**src/charger_regs_pkg.sv**
```systemverilog
package charger_regs_pkg;

  // Register indices, also the serial pointer values
  localparam logic [7:0] OFF_MISC = 8'h07;
  localparam logic [7:0] OFF_STATUS = 8'h08;
  localparam logic [7:0] OFF_FAULT = 8'h09;
  localparam logic [7:0] OFF_ID = 8'h0A;
  localparam logic [7:0] READ_NONE = 8'h00;

  // Control register layout
  localparam logic [7:0] MISC_RESET = 8'h4B;
  localparam int MISC_FORCE_DETECT_BIT = 7;
  localparam int MISC_HALF_RATE_BIT = 6;
  localparam int MISC_SWITCH_OFF_BIT = 5;
  localparam int MISC_INT_CHARGE_BIT = 1;
  localparam int MISC_INT_BAT_BIT = 0;

  // Charge fault codes
  localparam logic [1:0] CODE_NORMAL = 2'h0;
  localparam logic [1:0] CODE_INPUT = 2'h1;
  localparam logic [1:0] CODE_TSHUT = 2'h2;
  localparam logic [1:0] CODE_TIMER = 2'h3;

  // Identification, values arbitrary
  localparam logic [2:0] PART_CODE = 3'h5;
  localparam logic [2:0] REV_CODE = 3'h2;
  localparam logic [1:0] ID_RESERVED = 2'h0;

  // Serial slave address, value arbitrary
  localparam logic [6:0] SLAVE_ADDR = 7'h5A;

  localparam logic [2:0] BIT_LAST = 3'h7;
  localparam int SYNC_W = 26;

  typedef enum logic [8:0] {
    ST_IDLE = 9'h001,
    ST_ADDR = 9'h002,
    ST_ADDR_ACK = 9'h004,
    ST_PTR = 9'h008,
    ST_PTR_ACK = 9'h010,
    ST_WDATA = 9'h020,
    ST_WDATA_ACK = 9'h040,
    ST_RDATA = 9'h080,
    ST_RACK = 9'h100
  } serial_state_type;

endpackage : charger_regs_pkg

```
**src/charger_status_fault_regs.sv**
```systemverilog
// Function
// - Writing one to force-port-detect starts detection with power; clears when done.
// - Half-rate enable halves safety timer speed during input limiting or thermal regulation.
// - Battery-switch-off bit forces the battery switch off; zero allows it on.
// - Upper interrupt enable gates charge fault interrupts; resets to one.
// - Lower interrupt enable gates battery overvoltage interrupts; resets to one.
// - Input source type reads none, USB host, adapter or boost.
// - Charge phase reads idle, precharge, fast charge or done.
// - Input-limit-active reads one while voltage or current input limit regulates.
// - Input power good reads one when the source qualifies.
// - Thermal-limit-active reads one during thermal regulation.
// - Minimum-system bit reads one while battery sits below minimum system voltage.
// - Host-timeout fault latches when the watchdog expires.
// - Boost fault latches on overload, input overvoltage or battery too low.
// - Charge fault code latches input, thermal shutdown or timer expiry.
// - Battery overvoltage fault latches on detection.
// - Thermistor fault bit one is cold, bit zero hot, thresholds per mode.
// - Faults latch; a read returns and clears them, then shows live faults.
// - Adapter removal sets the charge fault code to input fault once.
// - Identification register is read-only: part code, two zeros, revision.
`timescale 1ns/10ps
`default_nettype none

module charger_status_fault_regs (
  // Clock and reset
  input wire logic clk_i,
  input wire logic rst_b_i,
  // Serial bus pins
  input wire logic scl_i,
  input wire logic sda_i,
  output logic sda_o,
  output logic sda_oe_o,
  // Live status from the analog side
  input wire logic [1:0] input_source_type_i,
  input wire logic [1:0] charge_phase_i,
  input wire logic input_voltage_limit_i,
  input wire logic input_current_limit_i,
  input wire logic input_power_good_i,
  input wire logic thermal_limit_active_i,
  input wire logic min_system_reg_active_i,
  input wire logic vbus_present_i,
  input wire logic port_detect_done_i,
  // Live fault causes
  input wire logic watchdog_expired_i,
  input wire logic boost_overload_i,
  input wire logic vbus_ovp_i,
  input wire logic boost_battery_low_i,
  input wire logic input_fault_i,
  input wire logic thermal_shutdown_i,
  input wire logic timer_expired_i,
  input wire logic battery_overvoltage_i,
  input wire logic boost_mode_i,
  input wire logic cold_buck_i,
  input wire logic hot_buck_i,
  input wire logic cold_boost_i,
  input wire logic hot_boost_i,
  // Safety timer prescaler tick, same clock
  input wire logic safety_timer_tick_i,
  // Controls to the charger
  output logic port_detect_req_o,
  output logic safety_timer_adv_o,
  output logic battery_switch_off_o,
  output logic fault_int_o
);

  logic [charger_regs_pkg::SYNC_W-1:0] raw;
  logic [charger_regs_pkg::SYNC_W-1:0] syn;
  logic scl_s;
  logic sda_s;
  logic [1:0] src_s;
  logic [1:0] phase_s;
  logic vin_s;
  logic iin_s;
  logic pg_s;
  logic therm_s;
  logic minsys_s;
  logic vbus_s;
  logic done_s;
  logic scl_q;
  logic sda_q;
  logic scl_rise;
  logic scl_fall;
  logic start_cond;
  logic stop_cond;

  charger_regs_pkg::serial_state_type state_q;

  assign raw = {scl_i, sda_i, input_source_type_i, charge_phase_i, input_voltage_limit_i,
                input_current_limit_i, input_power_good_i, thermal_limit_active_i,
                min_system_reg_active_i, vbus_present_i, port_detect_done_i,
                watchdog_expired_i, boost_overload_i, vbus_ovp_i, boost_battery_low_i,
                input_fault_i, thermal_shutdown_i, timer_expired_i, battery_overvoltage_i,
                boost_mode_i, cold_buck_i, hot_buck_i, cold_boost_i, hot_boost_i};

  sync_2ff #(
    .WIDTH(charger_regs_pkg::SYNC_W)
  ) u_sync (
    .clk_i(clk_i),
    .rst_b_i(rst_b_i),
    .async_i(raw),
    .sync_o(syn)
  );

  assign scl_s = syn[25];
  assign sda_s = syn[24];
  assign src_s = syn[23:22];
  assign phase_s = syn[21:20];
  assign vin_s = syn[19];
  assign iin_s = syn[18];
  assign pg_s = syn[17];
  assign therm_s = syn[16];
  assign minsys_s = syn[15];
  assign vbus_s = syn[14];
  assign done_s = syn[13];

  // Register file
  logic [7:0] misc_q;
  logic [7:0] status;
  logic [7:0] fault;
  logic [7:0] ident;
  logic fault_clear;
  logic new_charge;
  logic new_bat;
  logic new_other;

  assign status = {src_s, phase_s, vin_s | iin_s, pg_s, therm_s, minsys_s};
  assign ident = {charger_regs_pkg::PART_CODE, charger_regs_pkg::ID_RESERVED,
                  charger_regs_pkg::REV_CODE};

  fault_capture u_fault (
    .clk_i(clk_i),
    .rst_b_i(rst_b_i),
    .watchdog_expired_i(syn[12]),
    .boost_any_fault_i(syn[11] | syn[10] | syn[9]),
    .input_fault_i(syn[8]),
    .thermal_shutdown_i(syn[7]),
    .timer_expired_i(syn[6]),
    .battery_ov_i(syn[5]),
    .boost_mode_i(syn[4]),
    .cold_buck_i(syn[3]),
    .hot_buck_i(syn[2]),
    .cold_boost_i(syn[1]),
    .hot_boost_i(syn[0]),
    .vbus_present_i(vbus_s),
    .clear_i(fault_clear),
    .fault_o(fault),
    .new_charge_o(new_charge),
    .new_bat_o(new_bat),
    .new_other_o(new_other)
  );

  function automatic logic [7:0] reg_read(input logic [7:0] addr, input logic [7:0] m,
                                          input logic [7:0] s, input logic [7:0] f,
                                          input logic [7:0] i);
    case (addr)
      charger_regs_pkg::OFF_MISC: reg_read = m;
      charger_regs_pkg::OFF_STATUS: reg_read = s;
      charger_regs_pkg::OFF_FAULT: reg_read = f;
      charger_regs_pkg::OFF_ID: reg_read = i;
      default: reg_read = charger_regs_pkg::READ_NONE;
    endcase
  endfunction : reg_read

  // Serial slave
  logic [2:0] bit_cnt_q;
  logic byte_done_q;
  logic [7:0] shift_q;
  logic [7:0] ptr_q;
  logic rw_q;
  logic sda_oe_q;
  logic wr_en_q;
  logic [7:0] wr_addr_q;
  logic [7:0] wr_data_q;
  logic load_rd;
  logic [7:0] rd_data;

  assign scl_rise = scl_s & ~scl_q;
  assign scl_fall = ~scl_s & scl_q;
  assign start_cond = scl_s & scl_q & sda_q & ~sda_s;
  assign stop_cond = scl_s & scl_q & ~sda_q & sda_s;
  assign rd_data = reg_read(ptr_q, misc_q, status, fault, ident);
  assign load_rd = scl_fall & (((state_q == charger_regs_pkg::ST_ADDR_ACK) & rw_q) |
                               (state_q == charger_regs_pkg::ST_RACK));
  // Each byte leaving the fault register clears it, hence single-byte reads
  assign fault_clear = load_rd & (ptr_q == charger_regs_pkg::OFF_FAULT);

  always_ff @(posedge clk_i or negedge rst_b_i) begin
    if (!rst_b_i) begin
      scl_q <= 1'b0;
      sda_q <= 1'b0;
    end else begin
      scl_q <= scl_s;
      sda_q <= sda_s;
    end
  end

  always_ff @(posedge clk_i or negedge rst_b_i) begin
    if (!rst_b_i) begin
      state_q <= charger_regs_pkg::ST_IDLE;
      bit_cnt_q <= 3'h0;
      byte_done_q <= 1'b0;
      shift_q <= 8'h00;
      ptr_q <= 8'h00;
      rw_q <= 1'b0;
      sda_oe_q <= 1'b0;
      wr_en_q <= 1'b0;
      wr_addr_q <= 8'h00;
      wr_data_q <= 8'h00;
    end else begin
      wr_en_q <= 1'b0;
      if (start_cond) begin
        state_q <= charger_regs_pkg::ST_ADDR;
        bit_cnt_q <= 3'h0;
        byte_done_q <= 1'b0;
        sda_oe_q <= 1'b0;
      end else if (stop_cond) begin
        state_q <= charger_regs_pkg::ST_IDLE;
        sda_oe_q <= 1'b0;
      end else begin
        case (state_q)
          charger_regs_pkg::ST_ADDR, charger_regs_pkg::ST_PTR, charger_regs_pkg::ST_WDATA: begin
            if (scl_rise) begin
              shift_q <= {shift_q[6:0], sda_s};
              bit_cnt_q <= bit_cnt_q + 3'h1;
              byte_done_q <= (bit_cnt_q == charger_regs_pkg::BIT_LAST);
            end else if (scl_fall && byte_done_q) begin
              byte_done_q <= 1'b0;
              if (state_q == charger_regs_pkg::ST_ADDR) begin
                if (shift_q[7:1] == charger_regs_pkg::SLAVE_ADDR) begin
                  rw_q <= shift_q[0];
                  sda_oe_q <= 1'b1;
                  state_q <= charger_regs_pkg::ST_ADDR_ACK;
                end else begin
                  state_q <= charger_regs_pkg::ST_IDLE;
                end
              end else if (state_q == charger_regs_pkg::ST_PTR) begin
                ptr_q <= shift_q;
                sda_oe_q <= 1'b1;
                state_q <= charger_regs_pkg::ST_PTR_ACK;
              end else begin
                wr_en_q <= 1'b1;
                wr_addr_q <= ptr_q;
                wr_data_q <= shift_q;
                ptr_q <= ptr_q + 8'h01;
                sda_oe_q <= 1'b1;
                state_q <= charger_regs_pkg::ST_WDATA_ACK;
              end
            end
          end
          charger_regs_pkg::ST_ADDR_ACK, charger_regs_pkg::ST_PTR_ACK,
          charger_regs_pkg::ST_WDATA_ACK: begin
            if (scl_fall) begin
              if (load_rd) begin
                shift_q <= rd_data;
                sda_oe_q <= ~rd_data[7];
                ptr_q <= ptr_q + 8'h01;
                state_q <= charger_regs_pkg::ST_RDATA;
              end else begin
                sda_oe_q <= 1'b0;
                state_q <= (state_q == charger_regs_pkg::ST_ADDR_ACK) ?
                           charger_regs_pkg::ST_PTR : charger_regs_pkg::ST_WDATA;
              end
            end
          end
          charger_regs_pkg::ST_RDATA: begin
            if (scl_rise) begin
              bit_cnt_q <= bit_cnt_q + 3'h1;
              byte_done_q <= (bit_cnt_q == charger_regs_pkg::BIT_LAST);
            end else if (scl_fall && byte_done_q) begin
              byte_done_q <= 1'b0;
              sda_oe_q <= 1'b0;
              state_q <= charger_regs_pkg::ST_RACK;
            end else if (scl_fall) begin
              shift_q <= {shift_q[6:0], 1'b0};
              sda_oe_q <= ~shift_q[6];
            end
          end
          charger_regs_pkg::ST_RACK: begin
            // Master not-acknowledge ends the read
            if (scl_rise && sda_s) begin
              state_q <= charger_regs_pkg::ST_IDLE;
            end else if (load_rd) begin
              shift_q <= rd_data;
              sda_oe_q <= ~rd_data[7];
              ptr_q <= ptr_q + 8'h01;
              state_q <= charger_regs_pkg::ST_RDATA;
            end
          end
          default: begin
            sda_oe_q <= 1'b0;
          end
        endcase
      end
    end
  end

  assign sda_o = 1'b0;
  assign sda_oe_o = sda_oe_q;

  // Control register; only its own index takes writes
  always_ff @(posedge clk_i or negedge rst_b_i) begin
    if (!rst_b_i) begin
      misc_q <= charger_regs_pkg::MISC_RESET;
    end else if (wr_en_q && wr_addr_q == charger_regs_pkg::OFF_MISC) begin
      misc_q <= wr_data_q;
      // A fresh request wins over a completion in the same cycle
      misc_q[charger_regs_pkg::MISC_FORCE_DETECT_BIT] <=
        wr_data_q[charger_regs_pkg::MISC_FORCE_DETECT_BIT] |
        (misc_q[charger_regs_pkg::MISC_FORCE_DETECT_BIT] & ~done_s);
    end else if (done_s) begin
      misc_q[charger_regs_pkg::MISC_FORCE_DETECT_BIT] <= 1'b0;
    end
  end

  // Request waits for input power; the bit itself holds until detection ends
  assign port_detect_req_o = misc_q[charger_regs_pkg::MISC_FORCE_DETECT_BIT] & vbus_s;
  assign battery_switch_off_o = misc_q[charger_regs_pkg::MISC_SWITCH_OFF_BIT];

  // Safety timer slowdown: pass every other tick while limiting
  logic slow;
  logic half_q;
  logic adv_q;

  assign slow = misc_q[charger_regs_pkg::MISC_HALF_RATE_BIT] & (vin_s | iin_s | therm_s);

  always_ff @(posedge clk_i or negedge rst_b_i) begin
    if (!rst_b_i) begin
      half_q <= 1'b0;
      adv_q <= 1'b0;
    end else begin
      adv_q <= safety_timer_tick_i & (~slow | half_q);
      if (safety_timer_tick_i && slow) begin
        half_q <= ~half_q;
      end
    end
  end

  assign safety_timer_adv_o = adv_q;

  // Fault interrupt pulse on each newly latched fault; charge and battery overvoltage ones only when their enable bit is set
  logic int_q;

  always_ff @(posedge clk_i or negedge rst_b_i) begin
    if (!rst_b_i) begin
      int_q <= 1'b0;
    end else begin
      int_q <= (new_charge & misc_q[charger_regs_pkg::MISC_INT_CHARGE_BIT]) |
               (new_bat & misc_q[charger_regs_pkg::MISC_INT_BAT_BIT]) |
               new_other;
    end
  end

  assign fault_int_o = int_q;

endmodule : charger_status_fault_regs

`default_nettype wire

```
**src/sync_2ff.sv**
```systemverilog
`timescale 1ns/10ps
`default_nettype none

module sync_2ff #(
  parameter int WIDTH = 1
) (
  // Clock and reset
  input wire logic clk_i,
  input wire logic rst_b_i,
  // Data
  input wire logic [WIDTH-1:0] async_i,
  output logic [WIDTH-1:0] sync_o
);

  logic [WIDTH-1:0] meta_q;
  logic [WIDTH-1:0] sync_q;

  always_ff @(posedge clk_i or negedge rst_b_i) begin
    if (!rst_b_i) begin
      meta_q <= '0;
      sync_q <= '0;
    end else begin
      meta_q <= async_i;
      sync_q <= meta_q;
    end
  end

  assign sync_o = sync_q;

endmodule : sync_2ff

`default_nettype wire

```
**src/fault_capture.sv**
```systemverilog
`timescale 1ns/10ps
`default_nettype none

module fault_capture (
  // Clock and reset
  input wire logic clk_i,
  input wire logic rst_b_i,
  // Live conditions, already synchronised
  input wire logic watchdog_expired_i,
  input wire logic boost_any_fault_i,
  input wire logic input_fault_i,
  input wire logic thermal_shutdown_i,
  input wire logic timer_expired_i,
  input wire logic battery_ov_i,
  input wire logic boost_mode_i,
  input wire logic cold_buck_i,
  input wire logic hot_buck_i,
  input wire logic cold_boost_i,
  input wire logic hot_boost_i,
  input wire logic vbus_present_i,
  // Read of the fault register
  input wire logic clear_i,
  output logic [7:0] fault_o,
  // New latched faults
  output logic new_charge_o,
  output logic new_bat_o,
  output logic new_other_o
);

  logic vbus_prev_q;
  logic removed;
  logic [1:0] live_code;
  logic [1:0] ntc_live;
  logic wd_q;
  logic boost_q;
  logic [1:0] code_q;
  logic bat_q;
  logic [1:0] ntc_q;
  logic wd_d;
  logic boost_d;
  logic [1:0] code_d;
  logic bat_d;
  logic [1:0] ntc_d;

  // Unplug seen as a single-cycle event
  assign removed = vbus_prev_q & ~vbus_present_i;

  // Highest code wins when several causes coincide
  assign live_code = timer_expired_i ? charger_regs_pkg::CODE_TIMER :
                     thermal_shutdown_i ? charger_regs_pkg::CODE_TSHUT :
                     (input_fault_i | removed) ? charger_regs_pkg::CODE_INPUT :
                     charger_regs_pkg::CODE_NORMAL;

  assign ntc_live = boost_mode_i ? {cold_boost_i, hot_boost_i} : {cold_buck_i, hot_buck_i};

  // A read clears only what is gone; a live cause survives it
  assign wd_d = watchdog_expired_i | (wd_q & ~clear_i);
  assign boost_d = boost_any_fault_i | (boost_q & ~clear_i);
  assign bat_d = battery_ov_i | (bat_q & ~clear_i);
  assign ntc_d = ntc_live | (ntc_q & {2{~clear_i}});
  // First code is kept until read
  assign code_d = (clear_i || code_q == charger_regs_pkg::CODE_NORMAL) ? live_code : code_q;

  always_ff @(posedge clk_i or negedge rst_b_i) begin
    if (!rst_b_i) begin
      vbus_prev_q <= 1'b0;
      wd_q <= 1'b0;
      boost_q <= 1'b0;
      code_q <= charger_regs_pkg::CODE_NORMAL;
      bat_q <= 1'b0;
      ntc_q <= 2'h0;
    end else begin
      vbus_prev_q <= vbus_present_i;
      wd_q <= wd_d;
      boost_q <= boost_d;
      code_q <= code_d;
      bat_q <= bat_d;
      ntc_q <= ntc_d;
    end
  end

  assign fault_o = {wd_q, boost_q, code_q, bat_q, 1'b0, ntc_q};
  assign new_charge_o = (code_d != charger_regs_pkg::CODE_NORMAL) && (code_d != code_q);
  assign new_bat_o = bat_d & ~bat_q;
  assign new_other_o = (wd_d & ~wd_q) | (boost_d & ~boost_q) | (|(ntc_d & ~ntc_q));

endmodule : fault_capture

`default_nettype wire

```
**config.mk**
```make
export PLATFORM = sky130hd
export DESIGN_NAME = charger_status_fault_regs
export DESIGN_NICKNAME = d
export VERILOG_FILES = /design/src/charger_regs_pkg.sv /design/src/charger_status_fault_regs.sv /design/src/sync_2ff.sv /design/src/fault_capture.sv
export SDC_FILE = /design/constraint.sdc
export NUM_CORES = 1
export LEC_CHECK = 0
export BUFFER_PORTS_ARGS = -buffer_cell sky130_fd_sc_hd__buf_2
export CAP_MARGIN = 10
export CORE_MARGIN = 5
export CORE_UTILIZATION = 45
export DETAILED_ROUTE_END_ITERATION = 10
export PLACE_DENSITY = 0.65
export SYNTH_ARGS = -nofsm -noshare
export SYNTH_HDL_FRONTEND = slang
export SYNTH_SLANG_ARGS = --single-unit
```
**constraint.sdc**
```tcl
create_clock -name clk_i -period 2.25 [get_ports clk_i]
set_clock_uncertainty 0.2 [all_clocks]
set_input_delay 0.3375 -clock clk_i [delete_from_list [all_inputs] [get_ports clk_i]]
set_output_delay 0.3375 -clock clk_i [all_outputs]
set_load 0.005 [all_outputs]
```
==> results.ini <==
[layout]
multiInputGateArea_um2=2163
seqCellArea_um2=3035
syn2layout_area_growth_pct=40.47
drive_gt1_share_pct=33.44
instances_no_fill=777
finalInstanceArea_um2=7174
num-fill-cells=824
fin_util_pct=63.65
diodes=0
nets=656

[timing]
drv_slew=0
max_clock_freq_ghz=0.4009
period_share_pct=110.9
min_period_ns=2.494
setup_viol=27
setup_slack_ns=-0.2443
fin_tns_setup_ns=-4.872
rsz0062_at_grt=yes
final-hold-violation-count=0

[route]
initialDrtViolationCount=262
routed-via-count=4087
drc_errors=0
vias_per_cell=5.260
wl_per_cell_um=16.07
firstDrtPassIters=4
drt_wl_total_um=12490
antenna_left=0

[global_route]
grt_usage_pct=19.83
grt_pass1_wl_um=20630
grt-ovfl-total=0
antenna_found_initial=0
grt_max_degree=52
grt_pass1_vias=4193

[logic_synthesis]
yosysWarnings=0
synth_xor_xnor_area_share_pct=1.200
synth.top_cell.area_share_pct=56.83
ys.flop_type=dfrtp_1
synth_cell_types=62
synth_top_family_by_area=simple AND/OR/NAND/NOR gates
synth.avg_cell_area_um2=10.71
muxShareOfSynthArea_pct=4.508
synth_simple_gate_area_share_pct=16.34
synth_nets=512
syn_inst=477
async_flop_share_pct=100.0
yosysSeqAreaShare_pct=59.41
netlist_area_um2=5107
synth-edff-count=0
ys_ff_latch=121
synth_top_area_cell=dfrtp_1
synth_compound_gate_area_share_pct=13.89
synth-adder-area-share_pct=1.470
synth_area_leaders=dfrtp_1 (57%), nand2_1 (6.6%), o21ai_0 (3.5%), mux2_2 (3.5%), a21oi_1 (2.8%)

[critical_path]
arrival_ns=2.58
required_ns=2.34
cp_max_fo=8
crit_chain=xor2_2 -> o2111ai_4 -> buf_6 -> o32a_1 -> nand3_2 -> buf_6 -> a21oi_4 -> mux2_2
crit_type=reg2reg
crit_path_frequent_cell=buf_6
crit_slowest_cell=dfrtp_1
max_stage_delay_ns=0.42
endpoint_kind=flop
startpoint_type=flop

[clocking]
cts_max_level=4
cts_root_buf=clkbuf_16
clk_pin_slew_ns=0.06
max-clock-path-buffers=2
clock-sinks=121
cts_tree=done
insertion_delay_ns=0.41
numCtsBuffers=17

[die]
dieHeight_um=116.5
rows=39
die_area_um2=13580
die_width_um=116.5
io_pins=35
start_util_pct=45.31
fp.coreArea_um2=11270

[power_and_ir_drop]
total_power_mw=6.938
power_density_nw_per_um2=967.1
cellLeakagePower_nw=3.404
peakVddDrop_uv=670.1

[place]
placed_cells=700
io_buffers=33
placed_cell_area_um2=5942
hpwl_um=8177
gp_congestion=0.8554

[status]
violations=negative setup slack
status=finished with violations

[worst_hold_path]
hold_class=reg2reg

[job]
maxCapViolations=0

-- cells in the final DEF (no fill, tap or decap), drive strengths merged, types with 4 or more instances in the layout --
cell,count
nand2,90
dfrtp,116
dfstp,5
o21ai,36
mux2i,5
dlygate4sd3,28
ha,6
nor3,11
nor2,27
clkinv,6
nand3,10
a21oi,30
nand2b,4
o22ai,4
xor2,6
buf,118
clkbuf,18
mux2,16
a22oi,7
inv,20
or3,7
nand4,7
-- what timing repair did --
| action | 4_1_cts | 5_1_grt |
|---|---|---|
| cloned | 1 | 0 |
| endpoints found under the hold margin | 59 | 0 |
| hold buffers | 28 | 0 |
| gates resized for setup | 22 | 29 |
| endpoints found under the setup margin | 29 | 31 |
| pin swaps | 9 | 13 |
| buffers inserted | 11 | 6 |
-- cells by family after synthesis --
family,after synthesis
flops,121
buf+inv,36
compound gates,110
simple gates,175
mux,21
other cells,1
xor+xnor,7
fa+ha+maj,6
-- flip-flops by register name, indices dropped and copies added (netlist names), 2 cells and up --
signal and flops:
u_sync.meta_q 26, u_sync.sync_o 26, state_q 9, misc_q 8, ptr_q 8, shift_q 8
wr_addr_q 8, wr_data_q 8, bit_cnt_q 3, u_fault.code_q 2, u_fault.ntc_q 2
-- cells in the mapped netlist (3+ instances only) --
cell type,count
a21o_1,3
a21oi_1,29
a22oi_1,7
buf_2,6
clkbuf_1,10
dfrtp_1,116
dfstp_2,5
ha_1,6
inv_1,15
mux2_2,16
mux2i_1,5
nand2_1,90
nand2b_1,4
nand3_1,10
nand4_1,7
nand4b_1,3
nor2_1,27
nor3_1,8
nor3_2,3
o21ai_0,36
o22ai_1,4
o31ai_1,3
or3_1,7
xor2_1,6
-- final cells by class --
type | instances | area share (%)
Sequential cell | 121 | 42.31
Inverter | 15 | 0.7848
Clock inverter | 14 | 2.267
Timing Repair Buffer | 146 | 16.01
Clock buffer | 18 | 5.982
Multi-Input combinational cell | 320 | 30.15
Tap cell | 143 | 2.494
-- critical path, delay by kind of cell (launching register included) --
kind,cells,cell delay (ns)
mux,1,0.38
flops,1,0.42
compound gates,3,0.76
simple gates,1,0.12
buf+inv,2,0.28
xor+xnor,1,0.21
-- path summary, 6_finish.rpt --
kind / slack [ns] / from / depth (start not counted) / endpoint
max in group asynchronous: 0.94 / rst_b_i / 3 / state_q[0]$_DFFE_PN1P_
hold reg to reg: 0.14 / u_sync.meta_q[17]$_DFF_PN0_ / 0 / u_sync.sync_o[17]$_DFF_PN0_
min in group asynchronous: 0.23 / rst_b_i / 2 / u_sync.meta_q[1]$_DFF_PN0_
setup reg to reg: -0.24 / state_q[3]$_DFFE_PN0P_ / 8 / state_q[4]$_DFFE_PN0P_
setup / recovery: -0.24 / state_q[3]$_DFFE_PN0P_ / 8 / state_q[4]$_DFFE_PN0P_
hold / removal: 0.14 / u_sync.meta_q[17]$_DFF_PN0_ / 0 / u_sync.sync_o[17]$_DFF_PN0_
-- report_power, final --
group / switching [mW] / leakage (nW) / internal, mW / total [mW]
Sequential: 0.185 / 1.49 / 2.36 / 2.54
Clock: 1.02 / 0.288 / 1.66 / 2.68
Combinational: 0.829 / 1.63 / 0.891 / 1.72
-- layer usage --
metal / track usage [%] / vias up / routed length [µm]
met5: 0 / - / 0
li1: - / 1973 / -
met4: 6.193 / 0 / 210
met3: 3.731 / 24 / 489
met1: 25.26 / 1990 / 5279
met2: 34.40 / 100 / 6507
-- per-stage QoR --
| stage | setup slack, ns | hold WS, ns |
|---|---|---|
| after floorplan | -0.1291 | -0.1581 |
| after global placement | -0.2383 | 0.1130 |
| after detailed placement | -0.2248 | 0.1240 |
| final | -0.2443 | 0.1407 |
| after global routing | -0.3048 | 0.1499 |
| after CTS | -0.1179 | 0.1420 |
(Power assumes the default switching activity.)
